--- src/verilog/pdl_pkg.sv ---
package pdl_pkg;
  localparam int NUM_PORTS = 9;
  localparam logic [15:0] ADDR_PORT1 = 16'hFF01;
  localparam logic [15:0] ADDR_PORT2 = 16'hFF02;
  localparam logic [15:0] ADDR_PORT3 = 16'hFF03;
  localparam logic [15:0] ADDR_PORT4 = 16'hFF04;
  localparam logic [15:0] ADDR_PORT10 = 16'hFF0A;
  localparam logic [15:0] ADDR_PORT11 = 16'hFF0B;
  localparam logic [15:0] ADDR_PORT12 = 16'hFF0C;
  localparam logic [15:0] ADDR_PORT14 = 16'hFF0E;
  localparam logic [15:0] ADDR_PORT15 = 16'hFF0F;
  // port index order used throughout
  localparam int IDX_PORT12 = 6;
  localparam int IDX_PORT14 = 7;
  localparam int IDX_PORT15 = 8;
  localparam logic [7:0] LATCH_RESET = 8'h00;
  // implemented bit masks; other positions are fixed zero
  localparam logic [7:0] MASK_PORT1 = 8'h0C;
  localparam logic [7:0] MASK_PORT2 = 8'h3F;
  localparam logic [7:0] MASK_PORT3 = 8'h1E;
  localparam logic [7:0] MASK_PORT4 = 8'h01;
  localparam logic [7:0] MASK_PORT10 = 8'h03;
  localparam logic [7:0] MASK_PORT11 = 8'h0C;
  localparam logic [7:0] MASK_PORT12 = 8'h1F;
  localparam logic [7:0] MASK_PORT14 = 8'hFF;
  localparam logic [7:0] MASK_PORT15 = 8'hFF;
  // port 12 bits 1..4 are read-only pin levels
  localparam logic [7:0] RO_PORT12 = 8'h1E;
  // port 14/15 bits 7..4 are key scan bits
  localparam logic [7:0] KEYSCAN_MASK = 8'hF0;
endpackage

--- src/verilog/pdl_port_data.sv ---
`timescale 1ns/1ps
`default_nettype none
// What this block does
// - writes store in latch; latch drives output pins
// - input-mode read returns live pin level
// - output-mode read returns stored latch value
// - bit and byte accesses, read and write
// - reset clears every output latch to zero
// - port 12 bits 1-4 ignore writes
// - port 12 read-only latch bits cleared to zero by reset
// - clock-input pin of port 12 reads zero
// - port 14/15 upper nibble are key scan bits
// - data 1 means high, 0 means low
// - direction bit 0 output, 1 input
module pdl_port_data (
  // clock and reset
  input wire logic mclk,
  input wire logic reset,
  input wire logic clk_en,
  // processor access
  input wire logic [15:0] addr,
  input wire logic wr_en,
  input wire logic rd_en,
  input wire logic bit_access,
  input wire logic [2:0] bit_sel,
  input wire logic [7:0] wdata,
  output logic [7:0] rdata,
  output logic hit,
  // per-pin direction from the mode registers
  input wire logic [71:0] pin_direction_bit,
  // port 12 pins in clock input mode
  input wire logic [7:0] clock_input_mode,
  // pins
  input wire logic [71:0] pin_in,
  output logic [71:0] pin_out,
  output logic [71:0] pin_oe,
  // key scan bits to the display driver
  output logic [3:0] segment_scan_a,
  output logic [3:0] segment_scan_b
);

  typedef struct packed {
    logic [71:0] latch;
    logic [7:0] rdata;
    logic hit;
  } pdl_state_t;

  pdl_state_t st;
  pdl_state_t next_st;

  function automatic int pdl_index(input logic [15:0] a);
    case (a)
      pdl_pkg::ADDR_PORT1: pdl_index = 0;
      pdl_pkg::ADDR_PORT2: pdl_index = 1;
      pdl_pkg::ADDR_PORT3: pdl_index = 2;
      pdl_pkg::ADDR_PORT4: pdl_index = 3;
      pdl_pkg::ADDR_PORT10: pdl_index = 4;
      pdl_pkg::ADDR_PORT11: pdl_index = 5;
      pdl_pkg::ADDR_PORT12: pdl_index = 6;
      pdl_pkg::ADDR_PORT14: pdl_index = 7;
      pdl_pkg::ADDR_PORT15: pdl_index = 8;
      default: pdl_index = -1;
    endcase
  endfunction

  function automatic logic [7:0] pdl_wmask(input int i);
    case (i)
      0: pdl_wmask = pdl_pkg::MASK_PORT1;
      1: pdl_wmask = pdl_pkg::MASK_PORT2;
      2: pdl_wmask = pdl_pkg::MASK_PORT3;
      3: pdl_wmask = pdl_pkg::MASK_PORT4;
      4: pdl_wmask = pdl_pkg::MASK_PORT10;
      5: pdl_wmask = pdl_pkg::MASK_PORT11;
      6: pdl_wmask = pdl_pkg::MASK_PORT12;
      7: pdl_wmask = pdl_pkg::MASK_PORT14;
      8: pdl_wmask = pdl_pkg::MASK_PORT15;
      default: pdl_wmask = 8'h00;
    endcase
  endfunction

  // read view of one port: pin in input mode, latch in output mode
  function automatic logic [7:0] pdl_view(input int i, input logic [71:0] lat);
    logic [7:0] v;
    v = 8'h00;
    for (int b = 0; b < 8; b++) begin
      v[b] = pin_direction_bit[i*8+b] ? pin_in[i*8+b] : lat[i*8+b];
    end
    if (i == pdl_pkg::IDX_PORT12) begin
      v = v & ~clock_input_mode;
    end
    pdl_view = v & pdl_wmask(i);
  endfunction

  int idx;
  logic [7:0] wmask;
  logic [7:0] bmask;
  logic [7:0] cur;
  logic [7:0] newv;

  always_comb begin
    next_st = st;
    idx = pdl_index(addr);
    wmask = 8'h00;
    bmask = 8'h00;
    cur = 8'h00;
    newv = 8'h00;
    next_st.hit = 1'b0;
    if (idx >= 0) begin
      wmask = pdl_wmask(idx);
      if (idx == pdl_pkg::IDX_PORT12) begin
        wmask = wmask & ~pdl_pkg::RO_PORT12;
      end
      bmask = bit_access ? (8'h01 << bit_sel) : 8'hFF;
      if (wr_en) begin
        cur = st.latch[idx*8 +: 8];
        newv = (cur & ~(wmask & bmask)) | (wdata & wmask & bmask);
        next_st.latch[idx*8 +: 8] = newv;
      end
      if (rd_en) begin
        next_st.rdata = pdl_view(idx, st.latch) & bmask;
        next_st.hit = 1'b1;
      end
    end else if (rd_en) begin
      next_st.rdata = 8'h00;
    end
  end

  always_ff @(posedge mclk) begin
    if (reset) begin
      st.latch <= {pdl_pkg::NUM_PORTS{pdl_pkg::LATCH_RESET}};
      st.rdata <= 8'h00;
      st.hit <= 1'b0;
    end else if (clk_en) begin
      st <= next_st;
    end
  end

  // pins: latch drives pin when direction bit is 0, 1 is high
  assign pin_out = st.latch;
  assign pin_oe = ~pin_direction_bit;
  assign rdata = st.rdata;
  assign hit = st.hit;
  // key scan bits come from latches, not pins
  assign segment_scan_a = st.latch[pdl_pkg::IDX_PORT14*8+4 +: 4];
  assign segment_scan_b = st.latch[pdl_pkg::IDX_PORT15*8+4 +: 4];

  latch_write_a: assert property (@(posedge mclk) disable iff (reset)
    clk_en && wr_en && !bit_access && addr == pdl_pkg::ADDR_PORT2
    |=> pin_out[13:8] == $past(wdata[5:0]))
    else $error("port 2 latch not updated");
  reset_clear_a: assert property (@(posedge mclk)
    reset |=> pin_out == 72'h0)
    else $error("latches not cleared by reset");
  input_read_a: assert property (@(posedge mclk) disable iff (reset)
    clk_en && rd_en && !bit_access && addr == pdl_pkg::ADDR_PORT2 && pin_direction_bit[8]
    |=> rdata[0] == $past(pin_in[8]))
    else $error("input read not pin level");
  output_read_a: assert property (@(posedge mclk) disable iff (reset)
    clk_en && rd_en && !bit_access && addr == pdl_pkg::ADDR_PORT2 && !pin_direction_bit[8]
    |=> rdata[0] == $past(pin_out[8]))
    else $error("output read not latch");
  bit_write_a: assert property (@(posedge mclk) disable iff (reset)
    clk_en && wr_en && bit_access && bit_sel == 3'h0 && addr == pdl_pkg::ADDR_PORT2
    |=> pin_out[15:9] == $past(pin_out[15:9]))
    else $error("bit write disturbed other bits");
  ro_bits_a: assert property (@(posedge mclk) disable iff (reset)
    clk_en |=> pin_out[52:49] == 4'h0)
    else $error("port 12 read-only bits written");
  clock_read_a: assert property (@(posedge mclk) disable iff (reset)
    clk_en && rd_en && addr == pdl_pkg::ADDR_PORT12 && clock_input_mode[1]
    |=> rdata[1] == 1'b0)
    else $error("clock input pin read non-zero");
  fixed_zero_a: assert property (@(posedge mclk) disable iff (reset)
    clk_en && rd_en && addr == pdl_pkg::ADDR_PORT1 |=> rdata[7:4] == 4'h0)
    else $error("fixed zero bit read one");
  oe_dir_a: assert property (@(posedge mclk) pin_oe[0] == !pin_direction_bit[0])
    else $error("output enable wrong");
  // unmapped addresses must never look like a port hit
  unmapped_read_a: assert property (@(posedge mclk) disable iff (reset)
    clk_en && rd_en && pdl_index(addr) < 0 |=> !hit && rdata == 8'h00)
    else $error("unmapped read returned data");
  mapped_hit_a: assert property (@(posedge mclk) disable iff (reset)
    clk_en && rd_en && addr == pdl_pkg::ADDR_PORT15 |=> hit)
    else $error("port read did not hit");
  rdata_hold_a: assert property (@(posedge mclk) disable iff (reset)
    !(clk_en && rd_en) |=> $stable(rdata))
    else $error("read data changed without a read");
  freeze_hold_a: assert property (@(posedge mclk) disable iff (reset)
    !clk_en |=> $stable(pin_out))
    else $error("latches moved while frozen");
  bit_read_a: assert property (@(posedge mclk) disable iff (reset)
    clk_en && rd_en && bit_access && bit_sel == 3'h2 |=> (rdata & 8'hFB) == 8'h00)
    else $error("bit read leaked other bits");
  ro_pin_read_a: assert property (@(posedge mclk) disable iff (reset)
    clk_en && rd_en && !bit_access && addr == pdl_pkg::ADDR_PORT12 && pin_direction_bit[49]
    && !clock_input_mode[1] |=> rdata[1] == $past(pin_in[49]))
    else $error("port 12 read-only bit not pin level");

  cov_byte_write: cover property (@(posedge mclk) clk_en && wr_en && !bit_access && hit == 1'b0);
  cov_bit_write: cover property (@(posedge mclk) clk_en && wr_en && bit_access);
  cov_input_read: cover property (@(posedge mclk) clk_en && rd_en && pin_direction_bit[8]);
  cov_unmapped_read: cover property (@(posedge mclk) clk_en && rd_en && pdl_index(addr) < 0);
  cov_frozen_write: cover property (@(posedge mclk) !clk_en && wr_en);

endmodule
`default_nettype wire

--- config.mk ---
export PLATFORM = sky130hd
export DESIGN_NAME = pdl_port_data
export DESIGN_NICKNAME = d
export VERILOG_FILES = /design/src/verilog/pdl_pkg.sv /design/src/verilog/pdl_port_data.sv
export SDC_FILE = /design/constraint.sdc
export NUM_CORES = 1
export LEC_CHECK = 0
export ABC_AREA = 1
export BUFFER_PORTS_ARGS = -buffer_cell sky130_fd_sc_hd__buf_4
export CAP_MARGIN = 40
export CORE_AREA = 4 4 131 133
export DETAILED_ROUTE_END_ITERATION = 6
export DIE_AREA = 0 0 135 137
export PLACE_DENSITY_LB_ADDON = 0.12
export REMOVE_ABC_BUFFERS = 1
export SLEW_MARGIN = 10
export SYNTH_ARGS = -nofsm -noshare
export SYNTH_HDL_FRONTEND = slang
export SYNTH_SLANG_ARGS = --single-unit
--- constraint.sdc ---
create_clock -name mclk -period 11.2 [get_ports mclk]
set_input_delay 2.24 -clock mclk [delete_from_list [all_inputs] [get_ports mclk]]
set_output_delay 2.24 -clock mclk [all_outputs]
set_load 0.005 [all_outputs]
==> flow_metrics.tcl <==
set metrics [dict create \
    max_freq_ghz 0.141 \
    setup-tns-final_ns 0 \
    cts_resized 0 \
    antenna_cells 0 \
    post_cts_buffers 0 \
    die_area_mm2 0.0185 \
    wl_per_cell_um 18.7 \
    startpoint_type "input pin" \
    rows 46 \
    routed_via_density 5.29 \
    setup_violations 0 \
    core_area_mm2 0.0158 \
    max-slew-margin-rel_pct 38.6 \
    grtUsageTotal_pct 34.0 \
    path_clk_slew_ns 0.06 \
    cts_tree "done" \
    fin_crit_ns 7.08 \
    fin_cells 1813 \
    htreeDepth 3 \
    p_sw_uw 175 \
    skew_ns 0.00338 \
    seq_power_share_pct 40.8 \
    p_sw_share_pct 24.8 \
    holdBufCountCts 0 \
    layout-drive-gt1-share_pct 26.7 \
    routed_wl_mm 33.9 \
    worstPathRequired_ns 11.46 \
    grt_pass1_wl_mm 48.9 \
    syn_avg_cell_area_um2 5.60 \
    rsz0062_at_grt "false" \
    max-vdd-ir-drop_uv 65.3 \
    ys_seq_elements 81 \
    p_total_uw 707 \
    cts_made_buffers 9 \
    finalHoldViolCount 0 \
    report.final.slew_viol_count 0 \
    gp_congestion 0.918 \
    die_h_um 137 \
    grt_pass1_vias 8808 \
    leakagePower_uw 0.00492 \
    syn-instance-count 1299 \
    pwr-share-clk_pct 42.9 \
    grt-ovfl-total 0 \
    pwr-share-comb_pct 16.3 \
    yosysWarnings 0 \
    syn_to_final_growth_pct 38.8 \
    cts_root_buf "clkbuf_16" \
    status "complete, no violations" \
    antenna_found_initial 1 \
    path_class "in -> reg" \
    ant_nets 0 \
    clock-sinks 81 \
    first_pass_iters 6 \
    cts_buffer_depth 2 \
    ios 346 \
    grt_start_max_net_pins 82 \
    port_buffers 345 \
    post-route-period-util_pct 63.3 \
    seq_area_frac_synth_pct 22.3 \
    hpwl_mm 25.9 \
    worst_pin_slew_ns 0.921 \
    die_w_um 135 \
    post-route-drc-count 0 \
    power_density_mw_per_mm2 70.0 \
    synth_area_mm2 0.00727 \
    cp.arrival_ns 7.35 \
    ys_types 44 \
    vias 9586 \
    drv_cap 0 \
    worstHoldPathType "reg -> reg" \
    nets 1790 \
    place_inst 1798 \
    worstPathMaxFanout 44 \
    initial_core_util_pct 45.9 \
    clk_latency_ns 0.34 \
    endpoint_kind "flip-flop" \
    p_int_uw 531 \
    drt_first_iter_violations 796 \
]
-- worst max-delay path, cell delays in order --
cell,delay (ns)
buf_4,0.13
nand2_1,0.11
nor2_1,0.08
nor2_1,0.10
nand2_1,0.08
nand2_2,0.48
inv_2,0.04
buf_4,0.33
nor2_4,0.66
buf_4,0.46
ha_1,0.66
inv_1,0.57
o21ai_0,0.29
nand3_1,0.12
a31oi_1,0.21
nand4_1,0.12
nand2_2,0.20
nand4_2,0.12
nor2_1,0.14
nor2_1,0.06
nor2_1,0.09
-- kinds of logic (layout without fill, tap and decap cells) --
family,count (synthesis),in the layout,synth area share (%)
compound gates,169,169,14.0
flops,81,81,22.3
fa+ha+maj,12,12,2.06
simple gates,743,743,44.5
buf+inv,294,592,17.2
-- flip-flops by register name, summed over array words and instances (netlist names) --
name	flops
pin_out	72
hit	1
rdata	8
-- final cells by class --
| cell class | instances | area, um2 |
|---|---|---|
| Clock buffer | 10 | 239 |
| Clock inverter | 5 | 56.3 |
| Fill cell | 1610 | 5730 |
| Inverter | 226 | 848 |
| Multi-Input combinational cell | 924 | 4400 |
| Sequential cell | 81 | 1620 |
| Tap cell | 216 | 270 |
| Timing Repair Buffer | 351 | 2660 |
-- final timing paths --
check / startpoint / to / slack (ns) / depth (start not counted)
setup / recovery: addr[2] / pin_out[49]$_SDFFE_PP0P_ / 4.12 / 21
hold / removal: rdata[3]$_SDFFE_PP0P_ / rdata[3]$_SDFFE_PP0P_ / 0.47 / 2
setup reg to reg: pin_out[6]$_SDFFE_PP0P_ / pin_out[54]$_SDFFE_PP0P_ / 9.23 / 10
hold reg to reg: rdata[3]$_SDFFE_PP0P_ / rdata[3]$_SDFFE_PP0P_ / 0.47 / 2
-- cells in the final DEF (no fill, tap or decap), types with 2 or more instances in the layout --
master       n
nand4_2      4
a31oi_1      2
dfxtp_1     81
o211ai_1    26
inv_1      204
o22ai_1      7
a21oi_1     59
o21ai_1      6
o21ai_0     45
nand3_1    103
clkbuf_16    9
inv_2       20
nand4_1     42
nor2_2       2
nand2_2     13
nand2_1    253
nand3_2      2
clkinv_2     2
nor2_1     302
o2111ai_1    7
nor3_1       4
a211oi_1     4
clkinv_1     2
o21ai_2      2
ha_1        12
nor4_1       3
buf_4      350
a2111oi_0    3
nor2_4      11
-- metrics by stage --
step / util (%) / instance area [um2] / setup slack [ns] / hold slack [ns]
detailed placement: 61.9 / 9800 / 4.01 / 0.457
global route: 63.8 / 10100 / 3.84 / 0.490
global placement: 61.7 / 9760 / 4.11 / 0.455
finish: 63.8 / 10100 / 4.12 / 0.466
floorplan: - / 6870 / 4.87 / 0.454
CTS: 63.8 / 10100 / 4.31 / 0.466
-- power by group through the flow --
stage          combinational, uW  clock, uW  sequential [uW]
2_1_floorplan               26.2          0              294
3_3_place_gp                 114          0              294
3_5_place_dp                 114          0              294
4_1_cts                      115        303              288
5_1_grt                      123        315              288
6_report                     115        303              288
-- cells in the mapped netlist --
master,number,area share [%]
a2111oi_0,3,0.36
a211oi_1,4,0.41
a21oi_1,59,4.1
a22o_1,1,0.12
a22oi_1,1,0.10
a31o_1,1,0.12
a31o_2,1,0.12
a31oi_1,2,0.17
buf_1,5,0.26
buf_2,19,1.3
buf_4,15,1.5
buf_6,7,1.1
buf_8,1,0.21
clkbuf_1,21,1.1
clkinv_1,2,0.10
dfxtp_1,81,22
ha_1,12,2.1
inv_1,204,11
inv_2,20,1.0
nand2_1,253,13
nand2_2,13,1.1
nand2_4,1,0.15
nand3_1,103,7.1
nand3_2,2,0.28
nand3_4,1,0.24
nand3b_1,1,0.10
nand4_1,42,3.6
nand4_2,4,0.69
nor2_1,302,16
nor2_2,2,0.17
nor2_4,11,1.7
nor3_1,4,0.28
nor3_2,1,0.14
nor4_1,3,0.26
o2111ai_1,7,0.84
o211ai_1,26,2.7
o211ai_2,1,0.17
o21ai_0,45,3.1
o21ai_1,6,0.41
o21ai_2,2,0.24
o21bai_4,1,0.26
o22ai_1,7,0.60
o31ai_1,1,0.10
o41ai_1,1,0.12
-- per-layer routing --
layer  track usage [%]  up-vias  wire, um
met2              55.8      602     15500
met4              17.3        2      1750
met3              7.72       98      3630
met1              42.0     4209     12900
li1                  -     4675         -
met5                 0        -        11
Power figures use the tool's default switching activity.
